**src/hw/hpa_params.svh**
```systemverilog
/*
 * Constants of the headphone amplifier control port: bus addresses, register
 * pointers, field positions, write masks and reset values.
 * Assumes it is included by bare name wherever these values are used.
 */
`ifndef HPA_PARAMS_SVH
`define HPA_PARAMS_SVH

// bus addresses and commands
`define HPA_TARGET_ADDR   7'h60
`define HPA_GCALL_ADDR    7'h00
`define HPA_GCALL_RESET   8'h06

// register pointers
`define HPA_REG_MODE      3'h1
`define HPA_REG_VOL       3'h2
`define HPA_REG_FLOAT     3'h3
`define HPA_REG_ID        3'h4
`define HPA_REG_TEST      3'h6

// field positions
`define HPA_MODE_LEFT     7
`define HPA_MODE_RIGHT    6
`define HPA_MODE_THERM    1
`define HPA_MODE_SHDN     0
`define HPA_VOL_MUTEL     7
`define HPA_VOL_MUTER     6
`define HPA_VOL_HI        5
`define HPA_VOL_LO        1
`define HPA_FLOAT_L       1
`define HPA_FLOAT_R       0

// writable bits per register
`define HPA_MODE_WMASK    8'hC1
`define HPA_VOL_WMASK     8'hFE
`define HPA_FLOAT_WMASK   8'h03
`define HPA_TEST_WMASK    8'hFF

// reset values
`define HPA_MODE_RST      8'h00
`define HPA_VOL_RST       8'hC0
`define HPA_FLOAT_RST     8'h00
`define HPA_TEST_RST      8'h00
// identification value is arbitrary
`define HPA_CHIP_ID       8'h00

// bits per byte on the bus
`define HPA_BYTE_BITS     4'h8

`endif

```
**src/hw/hpa_pkg.sv**
```systemverilog
/*
 * Types and shared decode for the headphone amplifier control port.
 * Assumes hpa_params.svh is on the include path.
 */
`include "hpa_params.svh"

package hpa_pkg;

   typedef logic [7:0] hpa_byte_t;

   typedef enum logic [10:0] {
      HPA_IDLE      = 11'h001,
      HPA_ADDR      = 11'h002,
      HPA_ADDR_ACK  = 11'h004,
      HPA_PTR       = 11'h008,
      HPA_PTR_ACK   = 11'h010,
      HPA_WDATA     = 11'h020,
      HPA_WDATA_ACK = 11'h040,
      HPA_RDATA     = 11'h080,
      HPA_RDATA_ACK = 11'h100,
      HPA_GCMD      = 11'h200,
      HPA_GCMD_ACK  = 11'h400
   } hpa_state_t;

   // true for pointers that select an implemented register
   function automatic logic hpa_reg_present(input logic [2:0] ptr);
      return (ptr == `HPA_REG_MODE) || (ptr == `HPA_REG_VOL) || (ptr == `HPA_REG_FLOAT) ||
             (ptr == `HPA_REG_ID) || (ptr == `HPA_REG_TEST);
   endfunction

endpackage

```
**src/hw/hpa_i2c_target.sv**
```systemverilog
/*
 * Bus target and control port of a stereo headphone amplifier: address and
 * general-call decode, pointer byte, register read and write, amplifier controls.
 * Assumes SCL and SDA arrive asynchronously and are oversampled by clk_sys at
 * several times the bus rate; SDA is open drain, pulled high outside.
 */
// Notes on behaviour
// - answer address 1100000 only, ignore every other non-general-call address.
// - address byte bit 0 selects direction: one reads, zero writes.
// - general call then command 06h is acknowledged and resets the logic.
// - general-call reset returns every register to its power-on value.
// - first byte after an acknowledged write to address 1100000 is latched as pointer.
// - only pointer bits 2..0 select a register, the upper five are ignored.
// - pointers 00, 05 and 07 are empty and are not acknowledged.
// - pointers 1..4 and 6 map to mode, volume, float, id and test.
// - mode bit 7 set turns the left amplifier on, default off.
// - mode bit 6 set turns the right amplifier on, default off.
// - mode bits 5..2 are reserved and always read zero.
// - mode bit 1 reads one during thermal shutdown, else zero.
// - mode bit 0 set is software shutdown with charge pump off.
`timescale 1ns/10ps
`include "hpa_params.svh"

module hpa_i2c_target (
   // clock and reset
   input  wire logic       clk_sys,
   input  wire logic       rstn,
   // bus pins
   input  wire logic       scl_in,
   input  wire logic       sda_in,
   output logic            sda_out,
   output logic            sda_oe,
   // analog status
   input  wire logic       thermal_in,
   // amplifier controls
   output logic            left_amp_enable,
   output logic            right_amp_enable,
   output logic            soft_shutdown,
   output logic            mute_left,
   output logic            mute_right,
   output logic      [4:0] volume_level,
   output logic            float_left,
   output logic            float_right,
   output logic      [7:0] test_value
);

   logic [2:0]          pins_s;
   logic                scl_s;
   logic                sda_s;
   logic                therm_s;
   hpa_pkg::hpa_state_t state_q;
   hpa_pkg::hpa_state_t state_d;
   logic [3:0]          bitcnt_q;
   logic [3:0]          bitcnt_d;
   hpa_pkg::hpa_byte_t  shift_q;
   hpa_pkg::hpa_byte_t  shift_d;
   logic [2:0]          ptr_q;
   logic [2:0]          ptr_d;
   logic                rw_q;
   logic                rw_d;
   logic                gc_q;
   logic                gc_d;
   logic                mack_q;
   logic                mack_d;
   logic                oe_q;
   logic                oe_d;
   logic                scl_prev_q;
   logic                sda_prev_q;
   logic                wr_en;
   logic                soft_rst;
   logic [7:0]          rdata;
   logic [7:0]          mode_q;
   logic [7:0]          vol_q;
   logic [7:0]          float_q;
   logic [7:0]          test_q;
   logic                scl_rise;
   logic                scl_fall;
   logic                bus_start;
   logic                bus_stop;
   logic                byte_done;

   hpa_sync #(
      .W (3)
   ) u_sync (
      .clk_sys  (clk_sys),
      .rstn     (rstn),
      .async_in ({thermal_in, sda_in, scl_in}),
      .sync_out (pins_s)
   );

   assign scl_s   = pins_s[0];
   assign sda_s   = pins_s[1];
   assign therm_s = pins_s[2];

   hpa_regbank u_regs (
      .clk_sys  (clk_sys),
      .rstn     (rstn),
      .soft_rst (soft_rst),
      .wr_en    (wr_en),
      .addr     (ptr_q),
      .wdata    (shift_q),
      .rdata    (rdata),
      .thermal  (therm_s),
      .mode_q   (mode_q),
      .vol_q    (vol_q),
      .float_q  (float_q),
      .test_q   (test_q)
   );

   // bus conditions seen on the synchronised pins
   assign scl_rise  = scl_s && !scl_prev_q;
   assign scl_fall  = !scl_s && scl_prev_q;
   assign bus_start = scl_s && scl_prev_q && sda_prev_q && !sda_s;
   assign bus_stop  = scl_s && scl_prev_q && !sda_prev_q && sda_s;
   assign byte_done = scl_fall && (bitcnt_q == `HPA_BYTE_BITS);

   always_comb begin
      state_d  = state_q;
      bitcnt_d = bitcnt_q;
      shift_d  = shift_q;
      ptr_d    = ptr_q;
      rw_d     = rw_q;
      gc_d     = gc_q;
      mack_d   = mack_q;
      oe_d     = oe_q;
      wr_en    = 1'b0;
      soft_rst = 1'b0;
      if (bus_start) begin
         state_d  = hpa_pkg::HPA_ADDR;
         bitcnt_d = 4'h0;
         oe_d     = 1'b0;
      end else if (bus_stop) begin
         state_d = hpa_pkg::HPA_IDLE;
         oe_d    = 1'b0;
      end else begin
         case (state_q)
            hpa_pkg::HPA_IDLE: begin
               oe_d = 1'b0;
            end
            hpa_pkg::HPA_ADDR, hpa_pkg::HPA_PTR, hpa_pkg::HPA_WDATA, hpa_pkg::HPA_GCMD: begin
               if (scl_rise && bitcnt_q != `HPA_BYTE_BITS) begin
                  shift_d  = {shift_q[6:0], sda_s};
                  bitcnt_d = bitcnt_q + 4'h1;
               end else if (byte_done) begin
                  bitcnt_d = 4'h0;
                  state_d  = hpa_pkg::HPA_IDLE;
                  case (state_q)
                     hpa_pkg::HPA_ADDR: begin
                        rw_d = shift_q[0];
                        gc_d = (shift_q[7:1] == `HPA_GCALL_ADDR);
                        if (shift_q[7:1] == `HPA_TARGET_ADDR &&
                            (!shift_q[0] || hpa_pkg::hpa_reg_present(ptr_q))) begin
                           state_d = hpa_pkg::HPA_ADDR_ACK;
                           oe_d    = 1'b1;
                        end else if (shift_q[7:1] == `HPA_GCALL_ADDR && !shift_q[0]) begin
                           state_d = hpa_pkg::HPA_ADDR_ACK;
                           oe_d    = 1'b1;
                        end
                     end
                     hpa_pkg::HPA_PTR: begin
                        ptr_d = shift_q[2:0];
                        if (hpa_pkg::hpa_reg_present(shift_q[2:0])) begin
                           state_d = hpa_pkg::HPA_PTR_ACK;
                           oe_d    = 1'b1;
                        end
                     end
                     hpa_pkg::HPA_WDATA: begin
                        wr_en   = 1'b1;
                        state_d = hpa_pkg::HPA_WDATA_ACK;
                        oe_d    = 1'b1;
                     end
                     default: begin
                        if (shift_q == `HPA_GCALL_RESET) begin
                           state_d = hpa_pkg::HPA_GCMD_ACK;
                           oe_d    = 1'b1;
                        end
                     end
                  endcase
               end
            end
            hpa_pkg::HPA_ADDR_ACK: begin
               if (scl_fall) begin
                  oe_d = 1'b0;
                  if (gc_q) begin
                     state_d = hpa_pkg::HPA_GCMD;
                  end else if (rw_q) begin
                     // rdata has tracked ptr_q for many cycles already
                     state_d  = hpa_pkg::HPA_RDATA;
                     shift_d  = rdata;
                     oe_d     = !rdata[7];
                     bitcnt_d = 4'h1;
                  end else begin
                     state_d = hpa_pkg::HPA_PTR;
                  end
               end
            end
            hpa_pkg::HPA_PTR_ACK, hpa_pkg::HPA_WDATA_ACK: begin
               if (scl_fall) begin
                  oe_d    = 1'b0;
                  state_d = hpa_pkg::HPA_WDATA;
               end
            end
            hpa_pkg::HPA_GCMD_ACK: begin
               if (scl_fall) begin
                  oe_d     = 1'b0;
                  soft_rst = 1'b1;
                  ptr_d    = 3'h0;
                  state_d  = hpa_pkg::HPA_IDLE;
               end
            end
            hpa_pkg::HPA_RDATA: begin
               if (scl_fall) begin
                  if (bitcnt_q == `HPA_BYTE_BITS) begin
                     oe_d    = 1'b0;
                     state_d = hpa_pkg::HPA_RDATA_ACK;
                  end else begin
                     shift_d  = {shift_q[6:0], 1'b0};
                     oe_d     = !shift_q[6];
                     bitcnt_d = bitcnt_q + 4'h1;
                  end
               end
            end
            hpa_pkg::HPA_RDATA_ACK: begin
               if (scl_rise) begin
                  mack_d = !sda_s;
               end else if (scl_fall) begin
                  // same register again, no auto increment
                  if (mack_q) begin
                     state_d  = hpa_pkg::HPA_RDATA;
                     shift_d  = rdata;
                     oe_d     = !rdata[7];
                     bitcnt_d = 4'h1;
                  end else begin
                     state_d = hpa_pkg::HPA_IDLE;
                  end
               end
            end
            default: begin
               state_d = hpa_pkg::HPA_IDLE;
               oe_d    = 1'b0;
            end
         endcase
      end
   end

   always_ff @(posedge clk_sys or negedge rstn) begin
      if (!rstn) begin
         state_q    <= hpa_pkg::HPA_IDLE;
         bitcnt_q   <= 4'h0;
         shift_q    <= 8'h00;
         ptr_q      <= 3'h0;
         rw_q       <= 1'b0;
         gc_q       <= 1'b0;
         mack_q     <= 1'b0;
         oe_q       <= 1'b0;
         scl_prev_q <= 1'b1;
         sda_prev_q <= 1'b1;
      end else begin
         state_q    <= state_d;
         bitcnt_q   <= bitcnt_d;
         shift_q    <= shift_d;
         ptr_q      <= ptr_d;
         rw_q       <= rw_d;
         gc_q       <= gc_d;
         mack_q     <= mack_d;
         oe_q       <= oe_d;
         scl_prev_q <= scl_s;
         sda_prev_q <= sda_s;
      end
   end

   // open drain: only ever pull low
   assign sda_out = 1'b0;
   assign sda_oe  = oe_q;

   assign left_amp_enable  = mode_q[`HPA_MODE_LEFT];
   assign right_amp_enable = mode_q[`HPA_MODE_RIGHT];
   assign soft_shutdown    = mode_q[`HPA_MODE_SHDN];
   assign mute_left        = vol_q[`HPA_VOL_MUTEL];
   assign mute_right       = vol_q[`HPA_VOL_MUTER];
   assign volume_level     = vol_q[`HPA_VOL_HI:`HPA_VOL_LO];
   assign float_left       = float_q[`HPA_FLOAT_L];
   assign float_right      = float_q[`HPA_FLOAT_R];
   assign test_value       = test_q;

   chk_foreign_addr: assert property (@(posedge clk_sys) disable iff (!rstn)
      (state_q == hpa_pkg::HPA_ADDR && byte_done && !bus_start && !bus_stop &&
       shift_q[7:1] != `HPA_TARGET_ADDR && shift_q[7:1] != `HPA_GCALL_ADDR)
      |=> (state_q == hpa_pkg::HPA_IDLE) && !sda_oe)
      else $error("foreign address was answered");

   chk_dir_latch: assert property (@(posedge clk_sys) disable iff (!rstn)
      (state_q == hpa_pkg::HPA_ADDR && byte_done && !bus_start && !bus_stop)
      |=> rw_q == $past(shift_q[0]))
      else $error("direction bit not taken from address byte");

   chk_gcall_ack: assert property (@(posedge clk_sys) disable iff (!rstn)
      (state_q == hpa_pkg::HPA_GCMD && byte_done && !bus_start && !bus_stop &&
       shift_q == `HPA_GCALL_RESET) |=> sda_oe ##1 (sda_oe || soft_rst))
      else $error("general call reset not acknowledged");

   chk_ptr_latch: assert property (@(posedge clk_sys) disable iff (!rstn)
      (state_q == hpa_pkg::HPA_PTR && byte_done && !bus_start && !bus_stop)
      |=> ptr_q == $past(shift_q[2:0]))
      else $error("pointer not latched from low three bits");

   chk_empty_nack: assert property (@(posedge clk_sys) disable iff (!rstn)
      (state_q == hpa_pkg::HPA_PTR && byte_done && !bus_start && !bus_stop &&
       !hpa_pkg::hpa_reg_present(shift_q[2:0])) |=> !sda_oe [*2])
      else $error("empty pointer was acknowledged");

endmodule

```
**src/hw/hpa_sync.sv**
```systemverilog
/*
 * Two-flop synchroniser for a group of asynchronous level inputs.
 * Assumes each bit is an independent level; no bus coherence is implied.
 */
`timescale 1ns/10ps

module hpa_sync #(
   parameter int W = 1
) (
   // clock and reset
   input  wire logic         clk_sys,
   input  wire logic         rstn,
   // levels
   input  wire logic [W-1:0] async_in,
   output logic      [W-1:0] sync_out
);

   logic [W-1:0] meta_q;
   logic [W-1:0] meta_d;
   logic [W-1:0] sync_d;

   always_comb begin
      meta_d = async_in;
      sync_d = meta_q;
   end

   // idle bus level is high, so reset to ones
   always_ff @(posedge clk_sys or negedge rstn) begin
      if (!rstn) begin
         meta_q   <= '1;
         sync_out <= '1;
      end else begin
         meta_q   <= meta_d;
         sync_out <= sync_d;
      end
   end

endmodule

```
**src/hw/hpa_regbank.sv**
```systemverilog
/*
 * Control register bank: mode, volume/mute, output float, identification and
 * test registers, with a registered read port.
 * Assumes a single-cycle write strobe and a synchronised thermal level.
 */
`timescale 1ns/10ps
`include "hpa_params.svh"

module hpa_regbank (
   // clock and reset
   input  wire logic       clk_sys,
   input  wire logic       rstn,
   input  wire logic       soft_rst,
   // access port
   input  wire logic       wr_en,
   input  wire logic [2:0] addr,
   input  wire logic [7:0] wdata,
   output logic      [7:0] rdata,
   // status
   input  wire logic       thermal,
   // controls
   output logic      [7:0] mode_q,
   output logic      [7:0] vol_q,
   output logic      [7:0] float_q,
   output logic      [7:0] test_q
);

   logic [7:0] mode_d;
   logic [7:0] vol_d;
   logic [7:0] float_d;
   logic [7:0] test_d;
   logic [7:0] rdata_d;
   logic [7:0] mode_view;

   always_comb begin
      mode_d  = mode_q;
      vol_d   = vol_q;
      float_d = float_q;
      test_d  = test_q;
      if (soft_rst) begin
         mode_d  = `HPA_MODE_RST;
         vol_d   = `HPA_VOL_RST;
         float_d = `HPA_FLOAT_RST;
         test_d  = `HPA_TEST_RST;
      end else if (wr_en) begin
         // read-only bits are masked off
         case (addr)
            `HPA_REG_MODE:  mode_d  = wdata & `HPA_MODE_WMASK;
            `HPA_REG_VOL:   vol_d   = wdata & `HPA_VOL_WMASK;
            `HPA_REG_FLOAT: float_d = wdata & `HPA_FLOAT_WMASK;
            `HPA_REG_TEST:  test_d  = wdata & `HPA_TEST_WMASK;
            default:        mode_d  = mode_q;
         endcase
      end
      mode_view = mode_q;
      mode_view[`HPA_MODE_THERM] = thermal;
      case (addr)
         `HPA_REG_MODE:  rdata_d = mode_view;
         `HPA_REG_VOL:   rdata_d = vol_q;
         `HPA_REG_FLOAT: rdata_d = float_q;
         `HPA_REG_ID:    rdata_d = `HPA_CHIP_ID;
         `HPA_REG_TEST:  rdata_d = test_q;
         default:        rdata_d = 8'h00;
      endcase
   end

   always_ff @(posedge clk_sys or negedge rstn) begin
      if (!rstn) begin
         mode_q  <= `HPA_MODE_RST;
         vol_q   <= `HPA_VOL_RST;
         float_q <= `HPA_FLOAT_RST;
         test_q  <= `HPA_TEST_RST;
         rdata   <= 8'h00;
      end else begin
         mode_q  <= mode_d;
         vol_q   <= vol_d;
         float_q <= float_d;
         test_q  <= test_d;
         rdata   <= rdata_d;
      end
   end

   chk_soft_reset_all: assert property (@(posedge clk_sys) disable iff (!rstn)
      soft_rst |=> (mode_q == `HPA_MODE_RST) && (vol_q == `HPA_VOL_RST) &&
                   (float_q == `HPA_FLOAT_RST) && (test_q == `HPA_TEST_RST))
      else $error("registers not restored by soft reset");

   chk_mode_readback: assert property (@(posedge clk_sys) disable iff (!rstn)
      ($past(addr) == `HPA_REG_MODE) |-> (rdata[5:2] == 4'h0) && (rdata[1] == $past(thermal)))
      else $error("mode readback reserved or thermal bit wrong");

   chk_vol_write: assert property (@(posedge clk_sys) disable iff (!rstn)
      (wr_en && !soft_rst && addr == `HPA_REG_VOL) |=> vol_q == ($past(wdata) & `HPA_VOL_WMASK))
      else $error("volume write not stored");

   chk_mode_write: assert property (@(posedge clk_sys) disable iff (!rstn)
      (wr_en && !soft_rst && addr == `HPA_REG_MODE) |=>
         (mode_q[7] == $past(wdata[7])) && (mode_q[6] == $past(wdata[6])) &&
         (mode_q[0] == $past(wdata[0])) && (mode_q[5:1] == 5'h00))
      else $error("mode write not stored");

endmodule

```
**config.mk**
```make
export PLATFORM = sky130hd
export DESIGN_NAME = hpa_i2c_target
export DESIGN_NICKNAME = d
export VERILOG_FILES = /design/src/hw/hpa_pkg.sv /design/src/hw/hpa_i2c_target.sv /design/src/hw/hpa_sync.sv /design/src/hw/hpa_regbank.sv
export VERILOG_INCLUDE_DIRS = /design/src /design/src/hw
export SDC_FILE = /design/constraint.sdc
export NUM_CORES = 1
export LEC_CHECK = 0
export BUFFER_PORTS_ARGS = -buffer_cell sky130_fd_sc_hd__buf_2
export CORE_ASPECT_RATIO = 0.8
export CORE_MARGIN = 4
export CORE_UTILIZATION = 54
export CTS_BUF_LIST = sky130_fd_sc_hd__clkbuf_16
export DETAILED_ROUTE_END_ITERATION = 10
export PLACE_DENSITY = 0.81
export RECOVER_POWER = 25
export SYNTH_ARGS = -nofsm -noshare
export SYNTH_HDL_FRONTEND = slang
export SYNTH_SLANG_ARGS = --single-unit
```
**constraint.sdc**
```tcl
create_clock -name clk_sys -period 2.2 [get_ports clk_sys]
set_clock_uncertainty 0.05 [all_clocks]
set_input_delay 0.22 -clock clk_sys [delete_from_list [all_inputs] [get_ports clk_sys]]
set_output_delay 0.22 -clock clk_sys [all_outputs]
set_load 0.02 [all_outputs]
```
==> results.txt <==
Outcome = finished, violations left
Failing checks = max-capacitance violations, max-slew violations, negative setup slack
Max Cap Viol = 1
Syn nets = 394
Leak = 2.49 nW
Register area share after synthesis = 45.1%
Iteration-0 DRC Markers = 515
Tcrit/Tclk final = 111%
Maximum vdd ir drop = 0.000592 V
TritonCTS buffer count = 9
DP Area = 4440 um^2
Gpl congestion = 0.949
Die area = 8240 um^2
HP Class = flop to flop
Slew margin rel. = -14.1%
Initial Util = 56.8%
CTS Buffer Depth = 2
Drt first pass iters = 7
Final min period = 2.45 ns
Synth warn = 0
Setup CP Type = flop to flop
Most frequent cell after synthesis = dfrtp_1
Routed vias/inst = 6.49
Htree depth = 3
Worst reg2reg path depth = 10
Area grow syn2layout = 43.1%
Row count = 26
Largest net degree at the start of global routing = 38
Syn avg cell area = 9.55 um^2
N_diodes = 0
Clk root buf = clkbuf_16
Seq cells post-synth = 66
Worst-Margin Slew = 1.71 ns
Asr flop ratio synth = 100%
CP endpoint = state_q[0]
First-pass GRT wire length = 19300 um
Final Core Density = 81.3%
Post-Layout Inst Area = 5290 um^2
Synth area leader = dfrtp_1
Filler cell count = 362
Library cells used by synthesis = 66
Worst reg2reg endpoint = state_q[0]
# IOs = 27
Die Ht = 82.0 um
Vias in the first global route = 3714
EDFF count, synth = 0
Power per Cell Area = 694 nW/um^2
Gr ovfl total = 0
Most used flip-flop cell after synthesis = dfrtp_1
Core Area = 6510 um^2
Final setup viols = 40
Largest cells by area after synthesis = dfrtp_1 37%, mux2i_1 8.7%, dfstp_2 7.8%, nand2_1 4.8%, nor2_1 3.8%
Final ANT Viol Nets = 0
CP startpoint = state_q[6]
Total GRT Usage = 31.4%
Die width = 100 um
Final Hold Viols = 0
Crit-path max FO = 8
Clk Latency, worst-skew pair = 0.34 ns
Initial antenna violation count = 0
Fin. max-slew vios = 30
DPL Wire Length = 7740 um
Achievable frequency = 408 MHz
Clock Sinks = 66
CTS tree = built
Via count = 3842
RSZ-0062 raised after global routing = yes
Port buffer count = 25
Final-stage net count = 510
Synth cell count leaders = 55 x dfrtp_1, 47 x nand2_1, 37 x nor2_1, 32 x mux2i_1, 19 x a21oi_1
Post-Syn Area = 3700 um^2
R2R Path Start = state_q[6]
Cell count after synthesis = 387
Startpoint types = flop
Proportion of layout cells with a drive suffix above 1 = 46.1%
Worst EP required = 2.41 ns
WL per Instance = 22.9 um
Remaining routing DRC violations = 0
Post-route worst setup slack = -0.252 ns
Worst Path Arrival = 2.66 ns
Crit end category = flop
R2R setup slack = -0.25 ns
Worst-path clk slew = 0.06 ns
Post-synth top area share = 37.2%
Final WL = 13600 um
-- state kept, by name (all words and copies together), names as in the netlist, 2 cells and up --
signal           cells
bitcnt_q             4
u_regs.float_q       2
u_regs.vol_q         7
state_q             11
u_sync.meta_q        3
shift_q              8
u_regs.rdata         8
u_regs.test_q        8
u_regs.mode_q        3
ptr_q                3
u_sync.sync_out      3
-- routing by layer --
| layer | wire length, um | GRT usage (%) | share of wire [%] |
|---|---|---|---|
| met5 | 0 | 0 | 0 |
| met1 | 5030 | 38.6 | 37 |
| met3 | 1380 | 9.25 | 10 |
| met2 | 6400 | 50.4 | 47 |
| met4 | 744 | 16.8 | 5.5 |
-- how the worst min path moves through the flow --
stage                     startpoint                  to  cells after the start
detailed placement              rstn          state_q[8]                      1
floorplan                       rstn         bitcnt_q[0]                      0
global placement                rstn          state_q[8]                      1
CTS                 u_sync.meta_q[2]  u_sync.sync_out[2]                      0
finish              u_sync.meta_q[2]  u_sync.sync_out[2]                      0
global route        u_sync.meta_q[2]  u_sync.sync_out[2]                      0
-- report_power, final --
part           internal [W]  total [W]  switching (W)
Clock              0.000979    0.00151       0.000529
Sequential          0.00126    0.00130      0.0000392
Combinational      0.000426   0.000860       0.000433
-- area by class of cell --
type / count / area (um^2) / area share (%)
Timing Repair Buffer: 131 / 1010 / 19.1
Clock inverter: 7 / 85.1 / 1.61
Tap cell: 84 / 105 / 1.99
Sequential cell: 66 / 1670 / 31.6
Inverter: 9 / 33.8 / 0.639
Clock buffer: 9 / 225 / 4.26
Multi-Input combinational cell: 286 / 2160 / 40.8
-- logic make-up after synthesis --
kind of cell,Yosys count,synth area share [%]
xor+xnor,7,1.66
flops,66,45.1
other cells,1,0.101
buf+inv,35,5.21
compound gates,67,12.1
simple gates,173,25.2
mux,36,9.99
fa+ha+maj,2,0.677
-- per-stage QoR --
stage          power, W  hold slack [ns]  setup WS, ns  TNS [ns]  std cells
2_1_floorplan   0.00167           -0.126       0.00275         0        387
3_3_place_gp    0.00194            0.250        -0.197     -1.63        554
3_5_place_dp    0.00197            0.256        -0.259     -3.61        554
4_1_cts         0.00357            0.305        -0.112    -0.623        583
5_1_grt         0.00378            0.309        -0.346     -7.63        592
6_report        0.00367            0.299        -0.252     -3.62        592
-- cell usage in the layout (no fill, tap or decap), drive strengths merged, types with 5 or more instances in the layout --
| cell type | netlist | layout |
|---|---|---|
| buf | 22 | 126 |
| dfrtp | 55 | 55 |
| nand2 | 47 | 47 |
| nor2 | 38 | 38 |
| mux2i | 32 | 32 |
| o21ai | 23 | 23 |
| a21oi | 20 | 20 |
| nand3 | 19 | 19 |
| nand4 | 12 | 12 |
| dfstp | 11 | 11 |
| inv | 9 | 10 |
| clkbuf | 4 | 10 |
| nor3 | 10 | 10 |
| nor4 | 8 | 8 |
| o22ai | 6 | 6 |
| and3 | 5 | 5 |
-- what timing repair did --
| item | CTS | global route |
|---|---|---|
| pin swaps | 18 | 24 |
| gates resized for setup | 38 | 53 |
| cloned | 0 | 2 |
| hold buffers | 4 | 0 |
| setup buffers | 9 | 9 |
| hold endpoints to repair | 23 | 0 |
| endpoints found under the setup margin | 43 | 49 |
-- worst max-delay path, stage by stage (launching register included) --
cell      delay (ns)
dfrtp_1         0.42
nor4_2          0.28
buf_4           0.22
nand3b_1        0.18
buf_6           0.18
a21oi_1         0.26
o22ai_2         0.15
nand3_2         0.12
buf_4           0.12
o21ai_1         0.10
mux2_2          0.29
Power figures use the tool's default switching activity.
